**src/verilog/msp_pkg.sv**
```systemverilog
// Shared constants and types for the second motion state program.
// Assumes byte-wide register access and one clock for all logic.
package msp_pkg;
	localparam int DW = 8;
	typedef struct packed {
		logic [7:0] x;
		logic [7:0] y;
		logic [7:0] z;
		logic [7:0] v;
	} msp_sample_t;
	typedef struct packed {
		logic peak_detect_enable;
		logic third_limit_swapmask_reset;
		logic signed_threshold_select;
		logic difference_data_select;
		logic shift_select;
		logic third_limit_defaultmask_reset;
		logic temp_mask_release;
		logic output_on_stop_continue;
	} msp_sett_t;
	typedef enum logic {MSP_HALT, MSP_RUN} msp_state_t;
	localparam logic [3:0] ADDR_STEP_PAGE = 4'h6;
	localparam logic [7:0] ADDR_TIM4 = 8'h70;
	localparam logic [7:0] ADDR_TIM3 = 8'h71;
	localparam logic [7:0] ADDR_TIM2_L = 8'h72;
	localparam logic [7:0] ADDR_TIM2_H = 8'h73;
	localparam logic [7:0] ADDR_TIM1_L = 8'h74;
	localparam logic [7:0] ADDR_TIM1_H = 8'h75;
	localparam logic [7:0] ADDR_THR2 = 8'h76;
	localparam logic [7:0] ADDR_THR1 = 8'h77;
	localparam logic [7:0] ADDR_SWAP = 8'h79;
	localparam logic [7:0] ADDR_DMASK = 8'h7a;
	localparam logic [7:0] ADDR_SETT = 8'h7b;
	localparam logic [7:0] ADDR_PTRS = 8'h7c;
	localparam logic [7:0] ADDR_TC_L = 8'h7d;
	localparam logic [7:0] ADDR_TC_H = 8'h7e;
	localparam logic [7:0] ADDR_OUTS = 8'h7f;
	localparam logic [3:0] C_NOP = 4'h0;
	localparam logic [3:0] C_TI1 = 4'h1;
	localparam logic [3:0] C_TI2 = 4'h2;
	localparam logic [3:0] C_TI3 = 4'h3;
	localparam logic [3:0] C_TI4 = 4'h4;
	localparam logic [3:0] C_GN1 = 4'h5;
	localparam logic [3:0] C_GN2 = 4'h6;
	localparam logic [3:0] C_LN1 = 4'h7;
	localparam logic [3:0] C_LN2 = 4'h8;
	localparam logic [3:0] C_GT1 = 4'h9;
	localparam logic [3:0] C_LL2 = 4'ha;
	localparam logic [3:0] C_GR1 = 4'hb;
	localparam logic [3:0] C_LR1 = 4'hc;
	localparam logic [3:0] C_GR2 = 4'hd;
	localparam logic [3:0] C_LR2 = 4'he;
	localparam logic [3:0] C_ZC = 4'hf;
	localparam logic [7:0] CMD_STOP = 8'h00;
	localparam logic [7:0] CMD_CONT = 8'h11;
	localparam logic [7:0] CMD_SET_OUTPUTS_COMMAND = 8'h88;
	localparam logic [7:0] CMD_CHOOSE_DEFAULT_MASK_CMD = 8'h14;
	localparam logic [7:0] CMD_CHOOSE_SWAP_MASK_CMD = 8'h24;
	localparam logic [7:0] SETT_RST = 8'h00;
	localparam logic [7:0] MASK_RST = 8'h00;
	localparam logic [7:0] TMASK_DEF = 8'hff;
	localparam logic [15:0] TIM_RST = 16'h0000;
endpackage

```
**src/verilog/msp_axis_cmp.sv**
```systemverilog
// One axis compared against one limit, both directions.
// Assumes value and limit are two's complement of equal width.
`timescale 1ns/1ps
module msp_axis_cmp #(
	parameter int W = 8
) (
	// Operands
	input wire logic [W-1:0] value,
	input wire logic [W-1:0] limit,
	input wire logic signed_mode,
	// Results
	output logic pos_gt,
	output logic neg_gt
);
	logic signed [W:0] v;
	logic signed [W:0] l;
	logic signed [W:0] mag;
	always_comb begin
		v = {value[W-1], value};
		l = {limit[W-1], limit};
		mag = l[W] ? -l : l;
		if (signed_mode) begin
			// A positive limit watches the plus side, a negative one the minus.
			pos_gt = !l[W] && (v > l);
			neg_gt = l[W] && (v < l);
		end else begin
			pos_gt = v > mag;
			neg_gt = -v > mag;
		end
	end
endmodule

```
**src/verilog/msp_step_mem.sv**
```systemverilog
// Sixteen program step bytes with a registered read port.
// Assumes the read address is held at least one cycle before use.
`timescale 1ns/1ps
module msp_step_mem #(
	parameter int AW = 4,
	parameter int DW = 8
) (
	// Clock
	input wire logic clock,
	// Write side
	input wire logic wr_en,
	input wire logic [AW-1:0] wr_addr,
	input wire logic [DW-1:0] wr_data,
	// Read side
	input wire logic [AW-1:0] rd_addr,
	output logic [DW-1:0] rd_data_q
);
	logic [DW-1:0] mem [2**AW];
	always_ff @(posedge clock) begin
		if (wr_en) begin
			mem[wr_addr] <= wr_data;
		end
		rd_data_q <= mem[rd_addr];
	end
endmodule

```
**src/verilog/msp_top.sv**
```systemverilog
// Control, status and condition decoding of the second state program.
// Assumes a byte register port behind the serial interface and samples
// that arrive at least two clocks apart.
// Operation
// (RULE_01) Flow bit seven enables peak detection.
// (RULE_02) Swap-mask third-limit bit resets on overflow.
// (RULE_03) Third-limit test ignores temporary axis mask.
// (RULE_04) One third limit shared by both programs.
// (RULE_05) Default-mask third-limit bit resets on overflow.
// (RULE_06) Signed bit chooses symmetric or signed limits.
// (RULE_07) Difference bit chooses raw or difference data.
// (RULE_08) Shift bit chooses second difference or shift.
// (RULE_09) Release bit restores temporary mask after next.
// (RULE_10) Stop and continue also output when enabled.
// (RULE_11) Pointer register: program low, reset high.
// (RULE_12) Timer count readable as low, high bytes.
// (RULE_13) Reading output flags releases interrupt, clears.
// (RULE_14) No-operation code passes straight to conditions.
// (RULE_15) Timer codes valid on expiry, no data.
// (RULE_16) Above-limit codes trigger on first exceeding axis.
// (RULE_17) At-or-below codes trigger on first axis.
// (RULE_18) All-axes code needs every axis below two.
// (RULE_19) Reversed codes compare against negated limits.
// (RULE_20) Zero-cross code triggers on sign change.
// (RULE_21) Mask commands select default or swap mask.
// (RULE_22) Set mask bit enables that axis direction.
// (RULE_23) One evaluation per sample, advance when valid.
// (RULE_24) Step byte: reset nibble high, next low.
`timescale 1ns/1ps
module msp_top import msp_pkg::*; (
	// Clock and reset
	input wire logic clock,
	input wire logic rst,
	// Register port
	input wire logic reg_wr,
	input wire logic reg_rd,
	input wire logic [7:0] reg_addr,
	input wire logic [7:0] reg_wdata,
	output logic [7:0] reg_rdata_q,
	// Samples and shared limit
	input wire logic sample_valid,
	input wire msp_sample_t sample,
	input wire msp_sample_t shift_ref,
	input wire logic [7:0] shared_third_limit,
	// Commands
	input wire logic cmd_valid,
	input wire logic [7:0] cmd_code,
	// Status
	output logic irq_q,
	output logic running_q
);
	msp_sett_t sett_q, sett_d;
	logic [7:0] swap_q, swap_d, dmask_q, dmask_d;
	logic [7:0] thr1_q, thr1_d, thr2_q, thr2_d, rdata_d;
	logic [3:0][15:0] tim_q, tim_d;
	msp_state_t st_q, st_d;
	logic [3:0] pp_q, pp_d, rp_q, rp_d;
	logic [15:0] tc_q, tc_d;
	logic mp_q, mp_d, peak_q, peak_d, irq_d;
	logic [7:0] tmask_q, tmask_d, trig_q, trig_d, outs_q, outs_d;
	msp_sample_t h1_q, h1_d, h2_q, h2_d, pv_q, pv_d;
	logic [7:0] step_q, emask, zc, nhit, rhit;
	logic [3:0][7:0] sv, h1v, h2v, shv, pvv, ev;
	logic [4:0][7:0] thv, gt;
	logic [3:0] tok;
	logic nxt_ok, rst_ok, t3_hit, out_ev, step_we;

	function automatic logic [7:0] first_dir(input logic [7:0] h);
		logic [7:0] r;
		r = '0;
		for (int i = 0; i < 8; i++) begin
			if (h[i]) begin
				r = 8'h01 << i;
			end
		end
		return r;
	endfunction

	function automatic logic [8:0] cond_eval(input logic [3:0] c,
		input logic [4:0][7:0] g, input logic [7:0] m,
		input logic [3:0] t, input logic [7:0] z);
		logic [7:0] h;
		logic ok;
		h = '0;
		ok = 1'b0;
		case (c)
			C_NOP: ok = 1'b1; // RULE_14
			C_TI1: ok = t[0]; // RULE_15
			C_TI2: ok = t[1]; // RULE_15
			C_TI3: ok = t[2]; // RULE_15
			C_TI4: ok = t[3]; // RULE_15
			C_GN1, C_GT1: h = m & g[0]; // RULE_16
			C_GN2: h = m & g[1]; // RULE_16
			C_LN1: h = m & ~g[0]; // RULE_17
			C_LN2: h = m & ~g[1]; // RULE_17
			C_LL2: begin
				ok = (m != '0) && ((m & g[1]) == '0); // RULE_18
				h = ok ? m : '0;
			end
			C_GR1: h = m & g[2]; // RULE_19
			C_LR1: h = m & ~g[2]; // RULE_19
			C_GR2: h = m & g[3]; // RULE_19
			C_LR2: h = m & ~g[3]; // RULE_19
			C_ZC: h = m & z; // RULE_20
			default: ok = 1'b0;
		endcase
		return {ok || (h != '0), h};
	endfunction

	assign sv = sample;
	assign h1v = h1_q;
	assign h2v = h2_q;
	assign shv = shift_ref;
	assign pvv = pv_q;
	// Negated limits wrap at the most negative code; keep limits inside it.
	assign thv = {shared_third_limit, -thr2_q, -thr1_q, thr2_q, thr1_q};

	genvar a, t;
	generate
		for (a = 0; a < 4; a++) begin : g_axis
			logic signed [9:0] d2, cs;
			assign d2 = {{2{sv[a][7]}}, sv[a]} - {h1v[a][7], h1v[a], 1'b0}
				+ {{2{h2v[a][7]}}, h2v[a]};
			assign cs = {{2{sv[a][7]}}, sv[a]} - {{2{shv[a][7]}}, shv[a]};
			assign ev[a] = !sett_q.difference_data_select ? sv[a] : // RULE_07
				(sett_q.shift_select ? cs[7:0] : d2[7:0]); // RULE_08
			assign zc[2*a+1] = pvv[a][7] && !ev[a][7]; // RULE_20
			assign zc[2*a] = !pvv[a][7] && ev[a][7]; // RULE_20
			for (t = 0; t < 5; t++) begin : g_lim
				msp_axis_cmp #(.W(DW)) u_cmp (
					.value(ev[a]),
					.limit(thv[t]),
					.signed_mode(t == 4 ? 1'b0 :
						sett_q.signed_threshold_select), // RULE_06
					.pos_gt(gt[t][2*a+1]),
					.neg_gt(gt[t][2*a])
				);
			end
		end
	endgenerate

	assign step_we = reg_wr && (reg_addr[7:4] == ADDR_STEP_PAGE);
	msp_step_mem #(.AW(4), .DW(8)) u_mem (
		.clock(clock),
		.wr_en(step_we),
		.wr_addr(reg_addr[3:0]),
		.wr_data(reg_wdata),
		.rd_addr(pp_q),
		.rd_data_q(step_q)
	);

	always_comb begin
		emask = (mp_q ? swap_q : dmask_q) & tmask_q; // RULE_22
		for (int i = 0; i < 4; i++) begin
			tok[i] = tc_q >= tim_q[i];
		end
		{rst_ok, rhit} = cond_eval(step_q[7:4], gt, emask, tok, zc); // RULE_24
		{nxt_ok, nhit} = cond_eval(step_q[3:0], gt, emask, tok, zc); // RULE_24
		// The third limit sees all directions, whatever the masks say.
		t3_hit = (gt[4] != '0) && ((sett_q.third_limit_swapmask_reset && mp_q)
			|| (sett_q.third_limit_defaultmask_reset && !mp_q)); // RULE_02 RULE_03 RULE_04 RULE_05
	end

	// Host side registers.
	always_comb begin
		sett_d = sett_q;
		swap_d = swap_q;
		dmask_d = dmask_q;
		thr1_d = thr1_q;
		thr2_d = thr2_q;
		tim_d = tim_q;
		rdata_d = reg_rdata_q;
		if (reg_wr) begin
			case (reg_addr)
				ADDR_SETT: sett_d = reg_wdata;
				ADDR_SWAP: swap_d = reg_wdata;
				ADDR_DMASK: dmask_d = reg_wdata;
				ADDR_THR1: thr1_d = reg_wdata;
				ADDR_THR2: thr2_d = reg_wdata;
				ADDR_TIM4: tim_d[3] = {8'h00, reg_wdata};
				ADDR_TIM3: tim_d[2] = {8'h00, reg_wdata};
				ADDR_TIM2_L: tim_d[1][7:0] = reg_wdata;
				ADDR_TIM2_H: tim_d[1][15:8] = reg_wdata;
				ADDR_TIM1_L: tim_d[0][7:0] = reg_wdata;
				ADDR_TIM1_H: tim_d[0][15:8] = reg_wdata;
				default: ;
			endcase
		end
		if (reg_rd) begin
			case (reg_addr)
				ADDR_PTRS: rdata_d = {rp_q, pp_q}; // RULE_11
				ADDR_TC_L: rdata_d = tc_q[7:0]; // RULE_12
				ADDR_TC_H: rdata_d = tc_q[15:8]; // RULE_12
				ADDR_OUTS: rdata_d = outs_q; // RULE_13
				default: rdata_d = 8'h00;
			endcase
		end
	end

	always_ff @(posedge clock) begin
		if (rst) begin
			sett_q <= SETT_RST;
			swap_q <= MASK_RST;
			dmask_q <= MASK_RST;
			thr1_q <= 8'h00;
			thr2_q <= 8'h00;
			tim_q <= {4{TIM_RST}};
			reg_rdata_q <= 8'h00;
		end else begin
			sett_q <= sett_d;
			swap_q <= swap_d;
			dmask_q <= dmask_d;
			thr1_q <= thr1_d;
			thr2_q <= thr2_d;
			tim_q <= tim_d;
			reg_rdata_q <= rdata_d;
		end
	end

	// Program flow.
	always_comb begin
		st_d = st_q;
		pp_d = pp_q;
		rp_d = rp_q;
		tc_d = tc_q;
		mp_d = mp_q;
		tmask_d = tmask_q;
		trig_d = trig_q;
		peak_d = peak_q;
		h1_d = h1_q;
		h2_d = h2_q;
		pv_d = pv_q;
		out_ev = 1'b0;
		outs_d = outs_q;
		irq_d = irq_q;
		if (reg_rd && reg_addr == ADDR_OUTS) begin
			outs_d = 8'h00; // RULE_13
			irq_d = 1'b0; // RULE_13
		end
		if (cmd_valid) begin
			case (cmd_code)
				CMD_STOP: begin
					st_d = MSP_HALT;
					rp_d = '0;
					out_ev = sett_q.output_on_stop_continue; // RULE_10
				end
				CMD_CONT: begin
					st_d = MSP_RUN;
					pp_d = rp_q;
					out_ev = sett_q.output_on_stop_continue; // RULE_10
				end
				CMD_SET_OUTPUTS_COMMAND: out_ev = 1'b1;
				CMD_CHOOSE_DEFAULT_MASK_CMD: mp_d = 1'b0; // RULE_21
				CMD_CHOOSE_SWAP_MASK_CMD: mp_d = 1'b1; // RULE_21
				default: ;
			endcase
		end else if (sample_valid) begin
			h1_d = sample;
			h2_d = h1_q;
			pv_d = ev;
			case (st_q)
				MSP_RUN: begin
					tc_d = tc_q + 16'h0001;
					if (t3_hit || rst_ok) begin
						pp_d = rp_q; // RULE_02 RULE_05
						tc_d = '0;
						tmask_d = TMASK_DEF;
						peak_d = 1'b0;
						trig_d = first_dir(rhit);
					end else if (nxt_ok) begin
						pp_d = pp_q + 4'h1; // RULE_23
						tc_d = '0;
						if (nhit != '0) begin
							trig_d = first_dir(nhit); // RULE_16 RULE_17
						end
						if (sett_q.temp_mask_release) begin
							tmask_d = TMASK_DEF; // RULE_09
							peak_d = 1'b0; // RULE_09
						end else if (sett_q.peak_detect_enable
							&& nhit != '0) begin
							tmask_d = first_dir(nhit); // RULE_01
							peak_d = 1'b1; // RULE_01
						end
					end
				end
				default: ;
			endcase
		end
		if (!sett_q.peak_detect_enable) begin
			peak_d = 1'b0; // RULE_01
		end
		// A set in the same cycle as the clearing read wins.
		if (out_ev) begin
			outs_d = outs_q | trig_q;
			irq_d = 1'b1;
		end
	end

	always_ff @(posedge clock) begin
		if (rst) begin
			st_q <= MSP_RUN;
			pp_q <= '0;
			rp_q <= '0;
			tc_q <= '0;
			mp_q <= 1'b0;
			tmask_q <= TMASK_DEF;
			trig_q <= '0;
			peak_q <= 1'b0;
			h1_q <= '0;
			h2_q <= '0;
			pv_q <= '0;
			outs_q <= '0;
			irq_q <= 1'b0;
			running_q <= 1'b1;
		end else begin
			st_q <= st_d;
			pp_q <= pp_d;
			rp_q <= rp_d;
			tc_q <= tc_d;
			mp_q <= mp_d;
			tmask_q <= tmask_d;
			trig_q <= trig_d;
			peak_q <= peak_d;
			h1_q <= h1_d;
			h2_q <= h2_d;
			pv_q <= pv_d;
			outs_q <= outs_d;
			irq_q <= irq_d;
			running_q <= st_d == MSP_RUN;
		end
	end
endmodule

```
**config.mk**
```make
export PLATFORM = sky130hd
export DESIGN_NAME = msp_top
export DESIGN_NICKNAME = d
export VERILOG_FILES = /design/src/verilog/msp_pkg.sv /design/src/verilog/msp_axis_cmp.sv /design/src/verilog/msp_step_mem.sv /design/src/verilog/msp_top.sv
export SDC_FILE = /design/constraint.sdc
export NUM_CORES = 1
export LEC_CHECK = 0
export BUFFER_PORTS_ARGS = -buffer_cell sky130_fd_sc_hd__buf_4
export CAP_MARGIN = 15
export CORE_MARGIN = 2
export CORE_UTILIZATION = 40
export CTS_BUF_LIST = sky130_fd_sc_hd__clkbuf_8
export CTS_CLUSTER_SIZE = 20
export DETAILED_ROUTE_END_ITERATION = 7
export HOLD_SLACK_MARGIN = 0.12
export PLACE_DENSITY = 0.67
export SYNTH_ARGS = -nofsm -noshare
export SYNTH_HDL_FRONTEND = slang
export SYNTH_SLANG_ARGS = --single-unit
```
**constraint.sdc**
```tcl
create_clock -name clock -period 12.1 [get_ports clock]
set_input_delay 2.42 -clock clock [delete_from_list [all_inputs] [get_ports clock]]
set_output_delay 2.42 -clock clock [all_outputs]
set_load 0.1 [all_outputs]
```
Word-level counts from Yosys, hierarchy flattened
Memory sizes are Yosys's and may differ from the RTL's. A register that Yosys moved wholly into a read port is not among the register bits.
Cells that the tools add are included.
Widths: inputs -> output; s select.

storage, ports and cells
  register bits after elaboration = 239
  memory bits (writable) = 128
  bits of input ports = 102
  output and inout port bits = 10
  word-level logic and storage cells = 403
  memories kept = 1

memory list
  name       depth  width  read ports  clocked after memory_dff  write ports  line                RTL
  u_mem.mem  16     8      1           1                         1            msp_step_mem.sv:18  logic [DW-1:0] mem [2**AW];

cells by class
  add/sub/neg operators = 25
  order comparisons = 76
  eq/ne operators = 51
  multiplexer cells = 93
  bitwise operators = 16
  reduce and logical (&&, ||, !) cells = 102

operator list
  operator            number
  $mux 8              33
  $gt 8x9->1          20
  $gt 9x9->1          20
  $pmux 8 s10         2
  $gt 8x8->1          16
  $lt 8x8->1          16
  $eq 8x7->1 const B  15
  $neg 8->9           9
  $and 8x8->8         10
  $eq 4x4->1 const B  16
  $sub 8x8->8         8
  $logic_and 1x1->1   47
  $mux 9              5
  $mux 1              39
  $eq 4x3->1 const B  9
  $add 8x8->8         4
  $ge 16x16->1        2
  $ge 16x8->1         2
  $mux 16             2
  $not 8->8           4
  $pmux 8 s4          1
  $reduce_bool 8->1   4
  $reduce_and 2->1    14
  $mux 4              6
  other kinds (23)    59

Longest topological paths before layout
  depth in word-level cells = 24
  mapped depth = 32
  depth with buffers taken out = 29

Hierarchy
Synthesis repeated with hierarchy kept, for this count alone.

unflattened totals
  cells, all modules = 4966
  area total of the unflattened synthesis = 41253.3 um2

modules (own cells, without submodules)
  module                                       instances  cells each  area an instance (um2)  sequential area each (um2)
  msp_top                                      1          1970        15290.9                 4224.1
  msp_axis_cmp (g_axis[0].g_lim[0].u_cmp ...)  10         141         1078.5                  0.0
  msp_axis_cmp (g_axis[1].g_lim[1].u_cmp ...)  9          135         997.2                   0.0
  msp_step_mem                                 1          229         5147.4                  4003.8
  msp_axis_cmp (g_axis[3].g_lim[0].u_cmp)      1          142         1054.8                  0.0

Worst setup path after synthesis
OpenSTA, ideal clock, no wires.

  path type = input to register
  start point = in sample[2] (netlist name)
  end point = reg tc_q[5]
  library setup time = 0.063 ns
  arrival = 8.759 ns
  data required time = 12.037 ns
  setup slack = 3.278 ns
  stages = 26
  buffers on the path = 2
  cells stage by stage = inv_1 -> fa_1 -> inv_1 -> ha_1 -> a2111oi_0 -> o41ai_1 -> xnor2_1 -> a32o_1 -> nor2_1 -> xnor2_1 -> ha_1 -> a2111oi_0 -> o21ai_0 -> a2111oi_0 -> o31ai_1 -> nor3_1 -> or3_1 -> o2111ai_1 -> o31ai_1 -> nand3_1 -> nor3b_4 -> a41oi_4 -> or2_1 -> buf_2 -> buf_6 -> nor2_2

RTL lines
  element               line            RTL
  from (decl)           msp_top.sv:42   input wire msp_sample_t sample,
  to (signal assigned)  msp_top.sv:319  tc_q <= tc_d;
  to (decl)             msp_top.sv:58   logic [15:0] tc_q, tc_d;

Final worst setup path
  start point = in sample[26] (netlist name)
  end point = reg trig_q[4]

on the way
  longest elaborated chain between the ends = 21
  elaborated cells between the ends (all ways) = 88
  classes of those cells = add/sub (4); order compare (18); mux (30); bitwise (13); reduce/logical (23)

ends and longest elaborated chain
  element                                   line                          RTL
  $sub 8x8->8                               msp_top.sv:122                assign d2 = {{2{sv[a][7]}}, sv[a]} - {h1v[a][7], h1v[a], 1'b0}
  $add 8x8->8                               msp_top.sv:123                + {{2{h2v[a][7]}}, h2v[a]};
  $mux 8                                    msp_top.sv:126                (sett_q.shift_select ? cs[7:0] : d2[7:0]);
  $mux 8 (*)                                msp_top.sv:125                assign ev[a] = !sett_q.difference_data_select ? sv[a] :
  $neg 8->9, or another cell as far along   msp_axis_cmp.sv:28            neg_gt = -v > mag;
  $gt 9x9->1, or another cell as far along  msp_axis_cmp.sv:28
  $mux 1                                    msp_axis_cmp.sv:22            if (signed_mode) begin
  $and 8x8->8                               msp_top.sv:93, msp_top.sv:97
  $logic_not 8->1                           msp_top.sv:97                 ok = (m != '0) && ((m & g[1]) == '0);
  $logic_and 1x1->1                         msp_top.sv:97
  $mux 8                                    msp_top.sv:98                 h = ok ? m : '0;
  $pmux 8 s10                               msp_top.sv:86                 case (c)
  $mux 8 (6 in series)                      msp_top.sv:72                 if (h[i]) begin
  $mux 8                                    msp_top.sv:273                if (nhit != '0) begin
  $mux 8                                    msp_top.sv:270                end else if (nxt_ok) begin
  $mux 8                                    msp_top.sv:264                if (t3_hit || rst_ok) begin
  to (signal assigned)                      msp_top.sv:322                trig_q <= trig_d;
  to (decl)                                 msp_top.sv:60                 logic [7:0] tmask_q, tmask_d, trig_q, trig_d, outs_q, outs_d;

Mark *: on every way between the ends. The rest lies on a longest branch, timed or not. The select of a mux whose other input is x is not followed.
A chain may end at the register's enable or synchronous reset.

==> results_dict.tcl <==
set metrics [dict create \
    wl_met1_um 47700 \
    seqPwrFrac 0.398 \
    clk_pin_slew_ps 60 \
    cts-resized-gates 0 \
    p_comb_frac 0.249 \
    met3_length_um 8990 \
    fmax_mhz 99.1 \
    required_ps 12620 \
    critPathSlowestCell "a21oi_1" \
    synth-edff-count 128 \
    synth_ff_type "dfxtp_1" \
    routed_wl_um 111000 \
    post_cts_buffers 0 \
    synth_top_area_cell "ha_1" \
    maxCapViolations 0 \
    die-area_um2 83700 \
    cpMostUsedCell "inv_1" \
    yosysSeqAreaShare 0.253 \
    numPortBuffers 111 \
    rsz0062_at_grt "no" \
    grt-ovfl-total 0 \
    power_w 0.00309 \
    rows 104 \
    critPathMaxStageDelay_ps 840 \
    post-route-min-period_ps 10090 \
    hold_class "reg -> reg" \
    postCtsHoldBufs 0 \
    finClkSkew_ps 44.3 \
    grt.total_usage 0.259 \
    period_share 0.834 \
    worstPathArrival_ps 10610 \
    tns_ps 0 \
    p_per_area_nw_per_um2 85.1 \
    coreArea_um2 80500 \
    clkPwrFrac 0.353 \
    antenna_found_initial 2 \
    status "finished clean" \
    synth-seq-cells 347 \
    slew_headroom 0.183 \
    die_w_um 289 \
    routabilityCongestion 1.00 \
    area_delta_synth_final_pct 11.5 \
    synth_warnings 0 \
    fp.dieH_um 289 \
    hold_viol 0 \
    ios 112 \
    avgSynthCellArea_um2 8.72 \
    drtAntennaViolNets 0 \
    final_cell_mix "559 x ha_1, 366 x nor2_1, 324 x nand2_1" \
    switching_share 0.320 \
    nets 4595 \
    wl_per_cell_um 22.1 \
    topRoutingLayerUsed "met5" \
    viasPerCell 5.96 \
    tightest_slew_ps 1220 \
    end_kind "flop" \
    p_int_w 0.00210 \
    synthCells 3733 \
    fillCellCount 7825 \
    report.final.slew_viol_count 0 \
    cts_sinks 347 \
    finalSetupViolCount 0 \
    p_switching_w 0.000988 \
    final_common_cell "ha_1" \
    clkLatencyLatePin_ps 700 \
    drc 0 \
    grt_pass1_wl_um 167000 \
    floorplan.initialDensity 0.404 \
    peakVddDrop_uv 144 \
    synth_area_um2 32600 \
    cts.path.max_buffers 3 \
    first_global_vias 27896 \
    drtIter0Drc 2734 \
    drive_above_1_share 0.0982 \
    async_flop_share 0 \
    first_pass_iters 8 \
    cp_max_fo 15 \
    dp_hpwl_um 83500 \
    path_delay_family "compound AO/OA/AOI/OAI gates" \
    htreeDepth 2 \
    num_vias 29903 \
    synth_top_area_frac 0.215 \
    cts_buffers 57 \
    wl_met2_um 48800 \
    cts_tree "yes" \
    p_leak_nw 14.3 \
    critPathBufInv 4 \
    synth.area.top_cells "ha_1 21%, dfxtp_1 13%, edfxtp_1 12%" \
    startpoint_type "primary input" \
    grt_start_max_net_pins 129 \
    yosys.cell_types.count 95 \
    crit_type "in -> reg" \
    cts_root_buffer "clkbuf_8" \
]
[per-layer routing]
metal / global-route usage / up-vias
li1: - / 14148
met2: 0.408 / 1243
met4: 0.110 / 4
met3: 0.0425 / 303
met1: 0.352 / 14205
met5: 0 / -
[synth_stat cells, drive strengths merged (10+ instances only)]
cell type	instances
ha	559
nor2	377
nand2	324
inv	262
a21oi	224
dfxtp	219
edfxtp	128
o21ai	125
mux2i	120
nor3	93
clkbuf	91
nand3	88
nand4	88
nor2b	81
xnor2	75
nand2b	74
a211oi	56
xor2	50
o211ai	48
a21o	46
mux4	44
o21a	43
o31ai	36
a31oi	33
fa	28
and3	24
or3	23
and2	22
buf	21
nor4	21
mux2	19
a2111oi	18
nand3b	18
nor3b	16
o221ai	16
o22ai	14
o21bai	12
a211o	10
a22oi	10
[final timing paths]
check / from / end / slack, ps / depth (start not counted)
setup / recovery: sample[26] / trig_q[4] / 2010 / 30
hold / removal: h1_q[15] / h2_q[15] / 450 / 2
hold reg to reg: h1_q[15] / h2_q[15] / 450 / 2
setup reg to reg: h2_q[26] / trig_q[4] / 3560 / 29
[worst register-to-register path, delay by kind of cell, from the launching register on]
family          cells  cell delay [ps]
simple gates        8             1730
xor+xnor            2              400
fa+ha+maj           3             1190
flops               1              330
compound gates     13             4120
buf+inv             3              570
[per-stage QoR]
step	hold WS, ps	utilization	setup slack [ps]	instance area, µm²	instances
floorplan	432	-	3280	32700	3772
global placement	438	0.435	1780	35100	4905
detailed placement	446	0.435	1570	35100	4905
CTS	453	0.451	2270	36300	5011
global route	470	0.451	1520	36300	5013
finish	450	0.451	2010	36300	5014
[final cells by class]
type,count,area (µm²),area share
Antenna cell,1,2.50,0.0000689
Clock buffer,67,922,0.0254
Clock inverter,39,298,0.00820
Inverter,264,991,0.0273
Multi-Input combinational cell,3049,23100,0.637
Sequential cell,347,8230,0.227
Tap cell,1060,1330,0.0365
Timing Repair Buffer,187,1410,0.0388
[flip-flops by register name, summed over array words and instances (netlist names), 16 cells and up]
signal     count
h1_q          32
h2_q          32
tc_q          16
tim_q         48
u_mem.mem    128
[power by group through the flow]
stage          clock [W]  sequential [W]  combinational (W)
6_report         0.00109         0.00123           0.000769
3_5_place_dp           0         0.00125           0.000748
3_3_place_gp           0         0.00125           0.000737
5_1_grt          0.00116         0.00123           0.000854
4_1_cts          0.00111         0.00123           0.000753
2_1_floorplan          0         0.00125           0.000516
[cells by family (layout without fill, tap and decap cells)]
family                   count (synthesis)  count (layout)  share of synthesized area
other                                    1              41                   0.000115
adder cells (fa/ha/maj)                587             587                      0.232
buffers and inverters                  376             557                     0.0440
AO/OA/AOI/OAI                          821             821                      0.171
multiplexers                           183             183                     0.0739
flip-flops                             347             347                      0.253
AND/OR/NAND/NOR                       1293            1293                      0.193
XOR/XNOR                               125             125                     0.0336
Note: power is estimated with default switching activity, not from simulation.
